## config.mk

```make
export PLATFORM = sky130hd
export DESIGN_NAME = tse_stage_load
export DESIGN_NICKNAME = d
export VERILOG_FILES = /design/src/rtl/tse_pkg.sv /design/src/rtl/tse_stage_load.sv /design/src/rtl/tse_entry_mem.sv
export SDC_FILE = /design/constraint.sdc
export NUM_CORES = 2
export LEC_CHECK = 0
export BUFFER_PORTS_ARGS = -buffer_cell sky130_fd_sc_hd__buf_2
export CAP_MARGIN = 20
export CORE_ASPECT_RATIO = 1.2
export CORE_MARGIN = 5
export CORE_UTILIZATION = 55
export DETAILED_ROUTE_END_ITERATION = 12
export PLACE_DENSITY = 0.82
export SYNTH_ARGS = -nofsm -noshare
export SYNTH_HDL_FRONTEND = slang
export SYNTH_SLANG_ARGS = --single-unit
```

## constraint.sdc

```tcl
create_clock -name clock -period 3.95 [get_ports clock]
set_input_delay 0.79 -clock clock [delete_from_list [all_inputs] [get_ports clock]]
set_output_delay 0.79 -clock clock [all_outputs]
set_load 0.01 [all_outputs]
```

## src/rtl/tse_pkg.sv

```systemverilog
// Package of the translation entry staging block: register numbers, field positions and codes.
// Assumes the register numbers arrive from the core's special-register move decode.
package tse_pkg;

    // ------------------------------------------------------------
    // Register numbers
    // ------------------------------------------------------------
    localparam logic [9:0] SPR_STAGE_SELECT = 10'h270;
    localparam logic [9:0] SPR_STAGE_CONTEXT = 10'h271;
    localparam logic [9:0] SPR_STAGE_PAGE = 10'h272;

    // ------------------------------------------------------------
    // Field positions, in big-endian numbering 32..63 mapped to LSB index 63-n
    // ------------------------------------------------------------
    localparam int ARRAY_SELECT_BIT = 63 - 35;
    localparam int ENTRY_INDEX_LSB = 63 - 47;
    localparam int NEXT_VICTIM_BIT = 63 - 63;
    localparam int VALID_BIT = 63 - 32;
    localparam int GUARD_BIT = 63 - 33;
    localparam int TAG_LSB = 63 - 47;
    localparam int SPACE_BIT = 63 - 51;
    localparam int SIZE_LSB = 63 - 55;
    localparam int EPN_LSB = 63 - 51;
    localparam int CI_BIT = 63 - 60;

    // ------------------------------------------------------------
    // Values after reset and codes
    // ------------------------------------------------------------
    localparam logic [31:0] STAGE_RESET = 32'h0000_0000;
    localparam logic [3:0] SIZE_4K = 4'h1;
    localparam logic [3:0] SIZE_256M = 4'h9;
    localparam logic [7:0] GLOBAL_TAG = 8'h00;

    typedef enum logic [2:0] {
        TSE_IDLE = 3'b001,
        TSE_LOAD = 3'b010,
        TSE_DONE = 3'b100
    } tse_state_e;

endpackage

```

## src/rtl/tse_stage_load.sv

```systemverilog
// Staging registers and load path for translation entries, with one match port shared by both arrays.
// Assumes the core presents special-register moves and entry operations as one-cycle strobes.
`timescale 1ns/1ns

//  Operation
// - Array select bit 35 picks the target array; 1 selects the second array.
// - Entry index bits 44-47 pick the entry written by the write operation.
// - Entry index also updated by hardware on misses and search results.
// - Next victim bit 63 copied to first array victim state on write.
// - Next victim staging bit updated on misses, searches and entry reads.
// - Entry used for translation only when its in-use bit is one.
// - Guard bit shields second-array entries from invalidate-by-address.
// - Eight-bit process tag held at bits 40-47 of the context register.
// - Zero process tag makes an entry global, matching every process.
// - Address space bit compared with instruction or data space flag.
// - Page size code at 52-55 sets page size; 1001 gives 256 Mbytes.
// - Only page number bits above the page boundary take part in matching.
// - Special register 0x270 decodes as the select staging register.
// - Staged page information moves into the array when loading is issued.
// - Caching-inhibited pages send loads and stores straight to memory; this block only raises lookup_uncached on a hit to such a page.
module tse_stage_load #(
    parameter int ENTRIES = 16
) (
    input wire logic clock,
    input wire logic reset_n,
    input wire logic spr_wr,
    input wire logic spr_rd,
    input wire logic [9:0] spr_num,
    input wire logic [31:0] spr_wdata,
    output logic [31:0] spr_rdata,
    input wire logic entry_write,
    input wire logic entry_read,
    input wire logic miss_event,
    input wire logic [3:0] miss_index,
    input wire logic search_done,
    input wire logic search_hit,
    input wire logic [3:0] search_index,
    input wire logic hw_victim,
    input wire logic inval_va,
    input wire logic [19:0] inval_epn,
    input wire logic lookup_array,
    input wire logic [3:0] lookup_index,
    input wire logic [19:0] lookup_epn,
    input wire logic [7:0] current_pid,
    input wire logic instr_access,
    input wire logic instr_space_flag,
    input wire logic data_space_flag,
    output logic lookup_hit,
    output logic lookup_uncached,
    output logic victim_state_reg,
    output logic load_busy
);

    // ------------------------------------------------------------
    // Staging registers
    // ------------------------------------------------------------
    logic [31:0] stage_select_reg, stage_select_next;
    logic [31:0] stage_context_reg, stage_context_next;
    logic [31:0] stage_page_reg, stage_page_next;
    logic victim_state_next;
    logic [31:0] rdata_next;
    logic [31:0] spr_rdata_reg;

    always_comb begin
        stage_select_next = stage_select_reg;
        stage_context_next = stage_context_reg;
        stage_page_next = stage_page_reg;
        victim_state_next = victim_state_reg;
        if (spr_wr && spr_num == tse_pkg::SPR_STAGE_SELECT) begin
            stage_select_next = spr_wdata;
        end
        if (spr_wr && spr_num == tse_pkg::SPR_STAGE_CONTEXT) begin
            stage_context_next = spr_wdata;
        end
        if (spr_wr && spr_num == tse_pkg::SPR_STAGE_PAGE) begin
            stage_page_next = spr_wdata;
        end
        // Hardware updates come after software so a same-cycle event is not lost.
        if (miss_event) begin
            stage_select_next[tse_pkg::ENTRY_INDEX_LSB +: 4] = miss_index;
            stage_select_next[tse_pkg::NEXT_VICTIM_BIT] = hw_victim;
        end
        if (search_done) begin
            stage_select_next[tse_pkg::ENTRY_INDEX_LSB +: 4] = search_hit ? search_index : miss_index;
            stage_select_next[tse_pkg::NEXT_VICTIM_BIT] = hw_victim;
        end
        if (entry_read) begin
            stage_select_next[tse_pkg::NEXT_VICTIM_BIT] = hw_victim;
        end
        // A refused write during a load must not disturb the victim state either.
        if (entry_write && !load_busy) begin
            victim_state_next = stage_select_reg[tse_pkg::NEXT_VICTIM_BIT];
        end
    end

    always_comb begin
        rdata_next = spr_rdata_reg;
        if (spr_rd) begin
            unique case (spr_num)
                tse_pkg::SPR_STAGE_SELECT: rdata_next = stage_select_reg;
                tse_pkg::SPR_STAGE_CONTEXT: rdata_next = stage_context_reg;
                tse_pkg::SPR_STAGE_PAGE: rdata_next = stage_page_reg;
                default: rdata_next = 32'h0000_0000;
            endcase
        end
    end

    always_ff @(posedge clock or negedge reset_n) begin
        if (!reset_n) begin
            stage_select_reg <= tse_pkg::STAGE_RESET;
            stage_context_reg <= tse_pkg::STAGE_RESET;
            stage_page_reg <= tse_pkg::STAGE_RESET;
            victim_state_reg <= 1'b0;
            spr_rdata_reg <= 32'h0000_0000;
        end else begin
            stage_select_reg <= stage_select_next;
            stage_context_reg <= stage_context_next;
            stage_page_reg <= stage_page_next;
            victim_state_reg <= victim_state_next;
            spr_rdata_reg <= rdata_next;
        end
    end

    assign spr_rdata = spr_rdata_reg;

    // ------------------------------------------------------------
    // Load sequencer
    // ------------------------------------------------------------
    // The whole entry word is written in one edge, so a lookup never sees a torn entry.
    tse_pkg::tse_state_e state_reg, state_next;
    logic [63:0] wr_word_reg, wr_word_next;
    logic wr_array_reg, wr_array_next;
    logic [3:0] wr_index_reg, wr_index_next;

    always_comb begin
        state_next = state_reg;
        wr_word_next = wr_word_reg;
        wr_array_next = wr_array_reg;
        wr_index_next = wr_index_reg;
        unique case (state_reg)
            tse_pkg::TSE_IDLE: begin
                if (entry_write) begin
                    wr_word_next = {stage_context_reg, stage_page_reg};
                    wr_array_next = stage_select_reg[tse_pkg::ARRAY_SELECT_BIT];
                    wr_index_next = stage_select_reg[tse_pkg::ENTRY_INDEX_LSB +: 4];
                    state_next = tse_pkg::TSE_LOAD;
                end
            end
            tse_pkg::TSE_LOAD: state_next = tse_pkg::TSE_DONE;
            tse_pkg::TSE_DONE: state_next = tse_pkg::TSE_IDLE;
            default: state_next = tse_pkg::TSE_IDLE;
        endcase
    end

    always_ff @(posedge clock or negedge reset_n) begin
        if (!reset_n) begin
            state_reg <= tse_pkg::TSE_IDLE;
            wr_word_reg <= 64'h0000_0000_0000_0000;
            wr_array_reg <= 1'b0;
            wr_index_reg <= 4'h0;
        end else begin
            state_reg <= state_next;
            wr_word_reg <= wr_word_next;
            wr_array_reg <= wr_array_next;
            wr_index_reg <= wr_index_next;
        end
    end

    // ------------------------------------------------------------
    // Entry arrays and validity
    // ------------------------------------------------------------
    logic commit;
    logic [63:0] word0, word1, word;
    logic [ENTRIES-1:0] valid0_reg, valid0_next, valid1_reg, valid1_next;
    logic [ENTRIES-1:0] guard1_reg, guard1_next;
    logic [19:0] epn1_reg [ENTRIES];
    logic [19:0] mask1_reg [ENTRIES];
    logic [19:0] epn0_reg [ENTRIES];
    logic [19:0] mask0_reg [ENTRIES];

    assign commit = state_reg == tse_pkg::TSE_LOAD;

    tse_entry_mem #(.WIDTH(64), .DEPTH(ENTRIES)) u_array0 (
        .clock(clock),
        .wr_en(commit && !wr_array_reg),
        .wr_addr(wr_index_reg),
        .wr_data(wr_word_reg),
        .rd_addr(lookup_index),
        .rd_data(word0)
    );

    tse_entry_mem #(.WIDTH(64), .DEPTH(ENTRIES)) u_array1 (
        .clock(clock),
        .wr_en(commit && wr_array_reg),
        .wr_addr(wr_index_reg),
        .wr_data(wr_word_reg),
        .rd_addr(lookup_index),
        .rd_data(word1)
    );

    // Page mask: size code n covers 4^n Kbytes, so the low 2*(n-1) page number bits are offset.
    function automatic logic [19:0] page_mask(input logic [3:0] code);
        logic [4:0] drop;
        drop = (code > tse_pkg::SIZE_4K) ? {code - tse_pkg::SIZE_4K, 1'b0} : 5'h00;
        page_mask = (drop > 5'd20) ? 20'h00000 : (20'hfffff << drop);
    endfunction

    always_comb begin
        valid0_next = valid0_reg;
        valid1_next = valid1_reg;
        guard1_next = guard1_reg;
        if (inval_va) begin
            for (int i = 0; i < ENTRIES; i++) begin
                if (((epn0_reg[i] ^ inval_epn) & mask0_reg[i]) == 20'h00000) begin
                    valid0_next[i] = 1'b0;
                end
                if ((((epn1_reg[i] ^ inval_epn) & mask1_reg[i]) == 20'h00000) && !guard1_reg[i]) begin
                    valid1_next[i] = 1'b0;
                end
            end
        end
        // The commit comes last so a same-cycle invalidate, matched on stale contents, cannot drop it.
        if (commit) begin
            if (wr_array_reg) begin
                valid1_next[wr_index_reg] = wr_word_reg[32 + tse_pkg::VALID_BIT];
                guard1_next[wr_index_reg] = wr_word_reg[32 + tse_pkg::GUARD_BIT];
            end else begin
                valid0_next[wr_index_reg] = wr_word_reg[32 + tse_pkg::VALID_BIT];
            end
        end
    end

    always_ff @(posedge clock or negedge reset_n) begin
        if (!reset_n) begin
            valid0_reg <= '0;
            valid1_reg <= '0;
            guard1_reg <= '0;
        end else begin
            valid0_reg <= valid0_next;
            valid1_reg <= valid1_next;
            guard1_reg <= guard1_next;
        end
    end

    always_ff @(posedge clock) begin
        if (commit && !wr_array_reg) begin
            epn0_reg[wr_index_reg] <= wr_word_reg[tse_pkg::EPN_LSB +: 20];
            mask0_reg[wr_index_reg] <= page_mask(wr_word_reg[32 + tse_pkg::SIZE_LSB +: 4]);
        end
        if (commit && wr_array_reg) begin
            epn1_reg[wr_index_reg] <= wr_word_reg[tse_pkg::EPN_LSB +: 20];
            mask1_reg[wr_index_reg] <= page_mask(wr_word_reg[32 + tse_pkg::SIZE_LSB +: 4]);
        end
    end

    // ------------------------------------------------------------
    // Lookup of one addressed entry, answered two cycles later
    // ------------------------------------------------------------
    logic sel_reg, valid_q_reg;
    logic [19:0] epn_q_reg;
    logic [7:0] pid_q_reg;
    logic space_q_reg;
    logic tag_ok, space_ok, page_ok, hit_next;

    always_ff @(posedge clock or negedge reset_n) begin
        if (!reset_n) begin
            sel_reg <= 1'b0;
            valid_q_reg <= 1'b0;
            epn_q_reg <= 20'h00000;
            pid_q_reg <= 8'h00;
            space_q_reg <= 1'b0;
            lookup_hit <= 1'b0;
            lookup_uncached <= 1'b0;
        end else begin
            sel_reg <= lookup_array;
            valid_q_reg <= lookup_array ? valid1_reg[lookup_index] : valid0_reg[lookup_index];
            epn_q_reg <= lookup_epn;
            pid_q_reg <= current_pid;
            space_q_reg <= instr_access ? instr_space_flag : data_space_flag;
            lookup_hit <= hit_next;
            lookup_uncached <= hit_next && word[tse_pkg::CI_BIT];
        end
    end

    always_comb begin
        word = sel_reg ? word1 : word0;
        tag_ok = word[32 + tse_pkg::TAG_LSB +: 8] == tse_pkg::GLOBAL_TAG
            || word[32 + tse_pkg::TAG_LSB +: 8] == pid_q_reg;
        space_ok = word[32 + tse_pkg::SPACE_BIT] == space_q_reg;
        page_ok = ((word[tse_pkg::EPN_LSB +: 20] ^ epn_q_reg)
            & page_mask(word[32 + tse_pkg::SIZE_LSB +: 4])) == 20'h00000;
        hit_next = valid_q_reg && word[32 + tse_pkg::VALID_BIT] && tag_ok && space_ok && page_ok;
    end

    always_ff @(posedge clock or negedge reset_n) begin
        if (!reset_n) begin
            load_busy <= 1'b0;
        end else begin
            load_busy <= state_next != tse_pkg::TSE_IDLE;
        end
    end

endmodule

```

## src/rtl/tse_entry_mem.sv

```systemverilog
// Entry store of one translation array, one word per entry, registered read port.
// Assumes a single writer on the core clock.
`timescale 1ns/1ns
module tse_entry_mem #(
    parameter int WIDTH = 64,
    parameter int DEPTH = 16
) (
    input wire logic clock,
    input wire logic wr_en,
    input wire logic [$clog2(DEPTH)-1:0] wr_addr,
    input wire logic [WIDTH-1:0] wr_data,
    input wire logic [$clog2(DEPTH)-1:0] rd_addr,
    output logic [WIDTH-1:0] rd_data
);

    logic [WIDTH-1:0] mem [DEPTH];

    always_ff @(posedge clock) begin
        if (wr_en) begin
            mem[wr_addr] <= wr_data;
        end
        rd_data <= mem[rd_addr];
    end

endmodule

```

==> flow_metrics.py <==
metrics = {
    "floorplanning": {
        "start_util_pct": 55.2,
        "dieHeight_um": 408,
        "core_region_area_sq_um": 132000,
        "std_cell_rows": 146,
        "die_w_um": 342,
        "die_area_sq_um": 139000,
        "pin_count": 153,
    },
    "final_layout": {
        "largest_register_ffs": 446,
        "area_growth_pct": 14.1,
        "layoutNonFillerInstCount": 6344,
        "drive_above_1_share_pct": 25.1,
        "final-seq-area_sq_um": 51000,
        "fillers": 8629,
        "multi_input_combinational_cell_area_sq_um": 21000,
        "finish.net_count": 4542,
    },
    "logic_synthesis": {
        "fraction_of_the_mapped_netlist_area_in_adder_cells_pct": 0.0689,
        "synth_area_per_cell_sq_um": 17.6,
        "yosys.cell_types.count": 53,
        "dominant_combinational_cell_family_by_area_after_synthesis": "multiplexers",
        "yosys.area.top_type_share_pct": 59.5,
        "netlist_area_sq_um": 72700,
        "synth_mux_area_share_pct": 14.1,
        "synth-xor-area-share_pct": 8.08,
        "synth.most_common_cell": "sky130_fd_sc_hd__edfxtp_1",
        "synthesis.yosys.warnings": 0,
        "post-synth-top-area-cell": "sky130_fd_sc_hd__edfxtp_1",
        "syn-num-nets": 4242,
        "synth_sequential_area_ratio_pct": 70.2,
        "synth_enable_flop_cells": 1440,
        "synth-main-ff-cell": "sky130_fd_sc_hd__edfxtp_1",
        "ys_top_cells_by_count": "sky130_fd_sc_hd__edfxtp_1 (1440), sky130_fd_sc_hd__xor2_1 (643), sky130_fd_sc_hd__mux4_2 (361), sky130_fd_sc_hd__o21ai_0 (357), sky130_fd_sc_hd__dfrtp_1 (254)",
        "flops_latches_synth": 1765,
        "synth.top_cells.by_area": "sky130_fd_sc_hd__edfxtp_1 (60%), sky130_fd_sc_hd__mux4_2 (11%), sky130_fd_sc_hd__dfrtp_1 (8.7%)",
        "compound_gate_portion_of_the_synthesized_area_pct": 3.59,
        "synth_async_sr_flop_share_pct": 14.4,
        "synthSimpleGateAreaFrac_pct": 2.66,
        "syn_inst": 4121,
    },
    "global_route": {
        "antenna_found_initial": 8,
        "grt.total_usage_pct": 28.0,
        "first_global_vias": 41200,
        "grt_start_max_net_pins": 97,
        "total_grt_overflow": 0,
        "grt_pass1_wl_mm": 283,
    },
    "clock_tree": {
        "clock_path_buffers": 3,
        "cts.reportedPaths.clkPinSlew_ns": 0.06,
        "cts_made_buffers": 167,
        "tritoncts": "done",
        "cts.hold.buffers_added": 0,
        "htreeDepth": 4,
        "worstSkewPairLatency_ns": 0.81,
        "number_of_resized_instances_in_the_post_cts_repair_step": 0,
        "cell_at_the_root_of_the_clock_tree": "sky130_fd_sc_hd__clkbuf_16",
        "cts.sinks": 1765,
        "cts.repair_timing.setup_buffer_count": 0,
    },
    "placement": {
        "placed_cells": 6016,
        "dp_slack_ns": 0.749,
        "total_of_buffers_placed_on_input_and_output_ports": 152,
        "detailedPlacementHpwl_mm": 126,
        "routabilityCongestion": 0.917,
    },
    "routing": {
        "detailroute.via_count": 40500,
        "dr.first_iter.drc_count": 5231,
        "detail_route.first_pass.iterations": 6,
        "drtAntennaViolNets": 0,
        "avgRoutedWirePerCell_um": 31.2,
        "vias_per_cell": 6.38,
        "totalWireLength_mm": 198,
        "detail_route.drc_violations": 0,
    },
    "setup_path": {
        "critical_path.max_fanout": 34,
        "cp_slowest_stage_delay_ns": 0.88,
        "critical-path-slowest-cell": "sky130_fd_sc_hd__dfrtp_1",
        "timing.critical_path.arrival_ns": 3.70,
        "critical_path.cell_chain": "inv_1 -> o21ai_0 -> inv_1 -> buf_4 -> a22oi_1 -> o22ai_2 -> buf_4",
        "critical-path-top-delay-family": "buffers and inverters",
        "cp.required_ns": 4.41,
        "critPathKind": "reg -> reg",
        "start_kind": "flop",
        "timing.critical_path.buf_inv": 4,
        "critical_path.endpoint_type": "flop",
    },
    "power": {
        "switching_share_pct": 23.1,
        "seq_power_share_pct": 51.7,
        "internal-power_w": 0.0314,
        "power.density_cell_area_nw_per_um2": 492,
        "power.static_leakage_nw": 27.0,
        "reported_net_switching_power_w": 0.00943,
        "share_clk_of_total_power_pct": 40.9,
        "power.share.combinational_pct": 7.4,
        "vdd_ir_drop_max_mv": 0.401,
    },
    "min_path": {
        "path_class_of_the_lowest_slack_min_delay_path": "in -> async",
    },
    "timing": {
        "final_critical_delay_including_setup_and_external_delays_ns": 3.23,
        "grt_setup_unrepaired": "no",
        "max_slew.worst_pin.slew_ns": 1.14,
        "worst_slack_ns": 0.719,
        "finalSetupTns_ns": 0,
        "fmax_mhz": 310,
        "hold_viol": 0,
        "fin_skew_ns": 0.0502,
        "max_slew_violation_count": 0,
        "timing.slew.headroom_pct": 24.0,
        "report.final.setup_viol": 0,
        "fin_crit_sh_pct": 81.8,
    },
    "outcome": {
        "outcome": "complete, no violations",
    },
    "flow_run": {
        "maxCapViolations": 0,
    },
}
-- stage by stage --
| step | hold slack, ns | cell area, sq um | util (%) | total power, W |
|---|---|---|---|---|
| floorplan | 0.430 | 72700 | - | 0.0230 |
| global placement | 0.448 | 76800 | 58.3 | 0.0243 |
| detailed placement | 0.456 | 76800 | 58.3 | 0.0244 |
| CTS | 0.00128 | 82600 | 62.7 | 0.0408 |
| global route | 0.0521 | 82900 | 62.9 | 0.0419 |
| finish | 0.0203 | 82900 | 62.9 | 0.0408 |
-- per-layer routing --
metal | up-vias | global-route usage (%) | part of all wire [%]
met5 | - | 0 | 0.014
met4 | 4 | 17.1 | 7.4
met3 | 539 | 4.93 | 9.6
met2 | 2641 | 45.9 | 50
met1 | 20700 | 35.1 | 33
li1 | 16500 | - | -
-- cell usage in the layout, fill, tap and decap left out, types with 22 or more instances in the layout --
cell type / netlist / routed
sky130_fd_sc_hd__a21oi_1: 80 / 78
sky130_fd_sc_hd__buf_12: 1 / 28
sky130_fd_sc_hd__buf_2: 49 / 147
sky130_fd_sc_hd__buf_4: 0 / 159
sky130_fd_sc_hd__clkbuf_1: 111 / 44
sky130_fd_sc_hd__clkbuf_16: 0 / 167
sky130_fd_sc_hd__clkbuf_8: 0 / 31
sky130_fd_sc_hd__clkinv_2: 0 / 22
sky130_fd_sc_hd__dfrtp_1: 254 / 252
sky130_fd_sc_hd__dfxtp_1: 70 / 70
sky130_fd_sc_hd__edfxtp_1: 1440 / 1440
sky130_fd_sc_hd__mux2_2: 128 / 128
sky130_fd_sc_hd__mux2i_1: 64 / 64
sky130_fd_sc_hd__mux4_2: 361 / 361
sky130_fd_sc_hd__nand2_1: 138 / 138
sky130_fd_sc_hd__nand3_1: 39 / 39
sky130_fd_sc_hd__nand4_1: 59 / 59
sky130_fd_sc_hd__nor2_1: 108 / 73
sky130_fd_sc_hd__nor2_4: 0 / 33
sky130_fd_sc_hd__o21ai_0: 357 / 357
sky130_fd_sc_hd__o31ai_1: 25 / 25
sky130_fd_sc_hd__xnor2_1: 27 / 27
sky130_fd_sc_hd__xor2_1: 643 / 643
-- path summary, 6_finish.rpt --
| path | startpoint | endpoint | slack, ns | cells after the start |
|---|---|---|---|---|
| setup / recovery | wr_word_reg[43]$_DFFE_PN0P_ | mask1_reg[15][9]$_DFFE_PP_ | 0.72 | 7 |
| hold / removal | reset_n | wr_word_reg[44]$_DFFE_PN0P_ | 0.02 | 1 |
| setup reg to reg | wr_word_reg[43]$_DFFE_PN0P_ | mask1_reg[15][9]$_DFFE_PP_ | 0.72 | 7 |
| hold reg to reg | stage_select_reg[29]$_DFFE_PN0P_ | stage_select_reg[29]$_DFFE_PN0P_ | 0.47 | 2 |
| max in group asynchronous | reset_n | sel_reg$_DFF_PN0_ | 2.95 | 2 |
| min in group clock | lookup_epn[7] | epn_q_reg[7]$_DFF_PN0_ | 0.09 | 1 |
-- power groups by stage --
stage	clock network, W	logic [W]	registers [W]
after floorplan	0	0.00169	0.0213
after global placement	0	0.00280	0.0215
after detailed placement	0	0.00287	0.0215
after CTS	0.0168	0.00290	0.0211
after global routing	0.0176	0.00317	0.0211
final	0.0167	0.00301	0.0211
-- layout make-up --
class,count,share of cell area (%)
multi-input cells,2130,25.3
clock buffers,242,5.76
repair buffers,349,3.44
inverters,8,0.0362
flip-flops and latches,1765,61.6
clock inverters,72,1.20
diodes,2,0.00604
well taps,1776,2.68
-- kinds of logic after synthesis --
kind of cell,after synthesis
mux,554
fa+ha+maj,4
simple gates,410
xor+xnor,670
buf+inv,226
compound gates,492
flops,1765
Power figures use the tool's default switching activity.
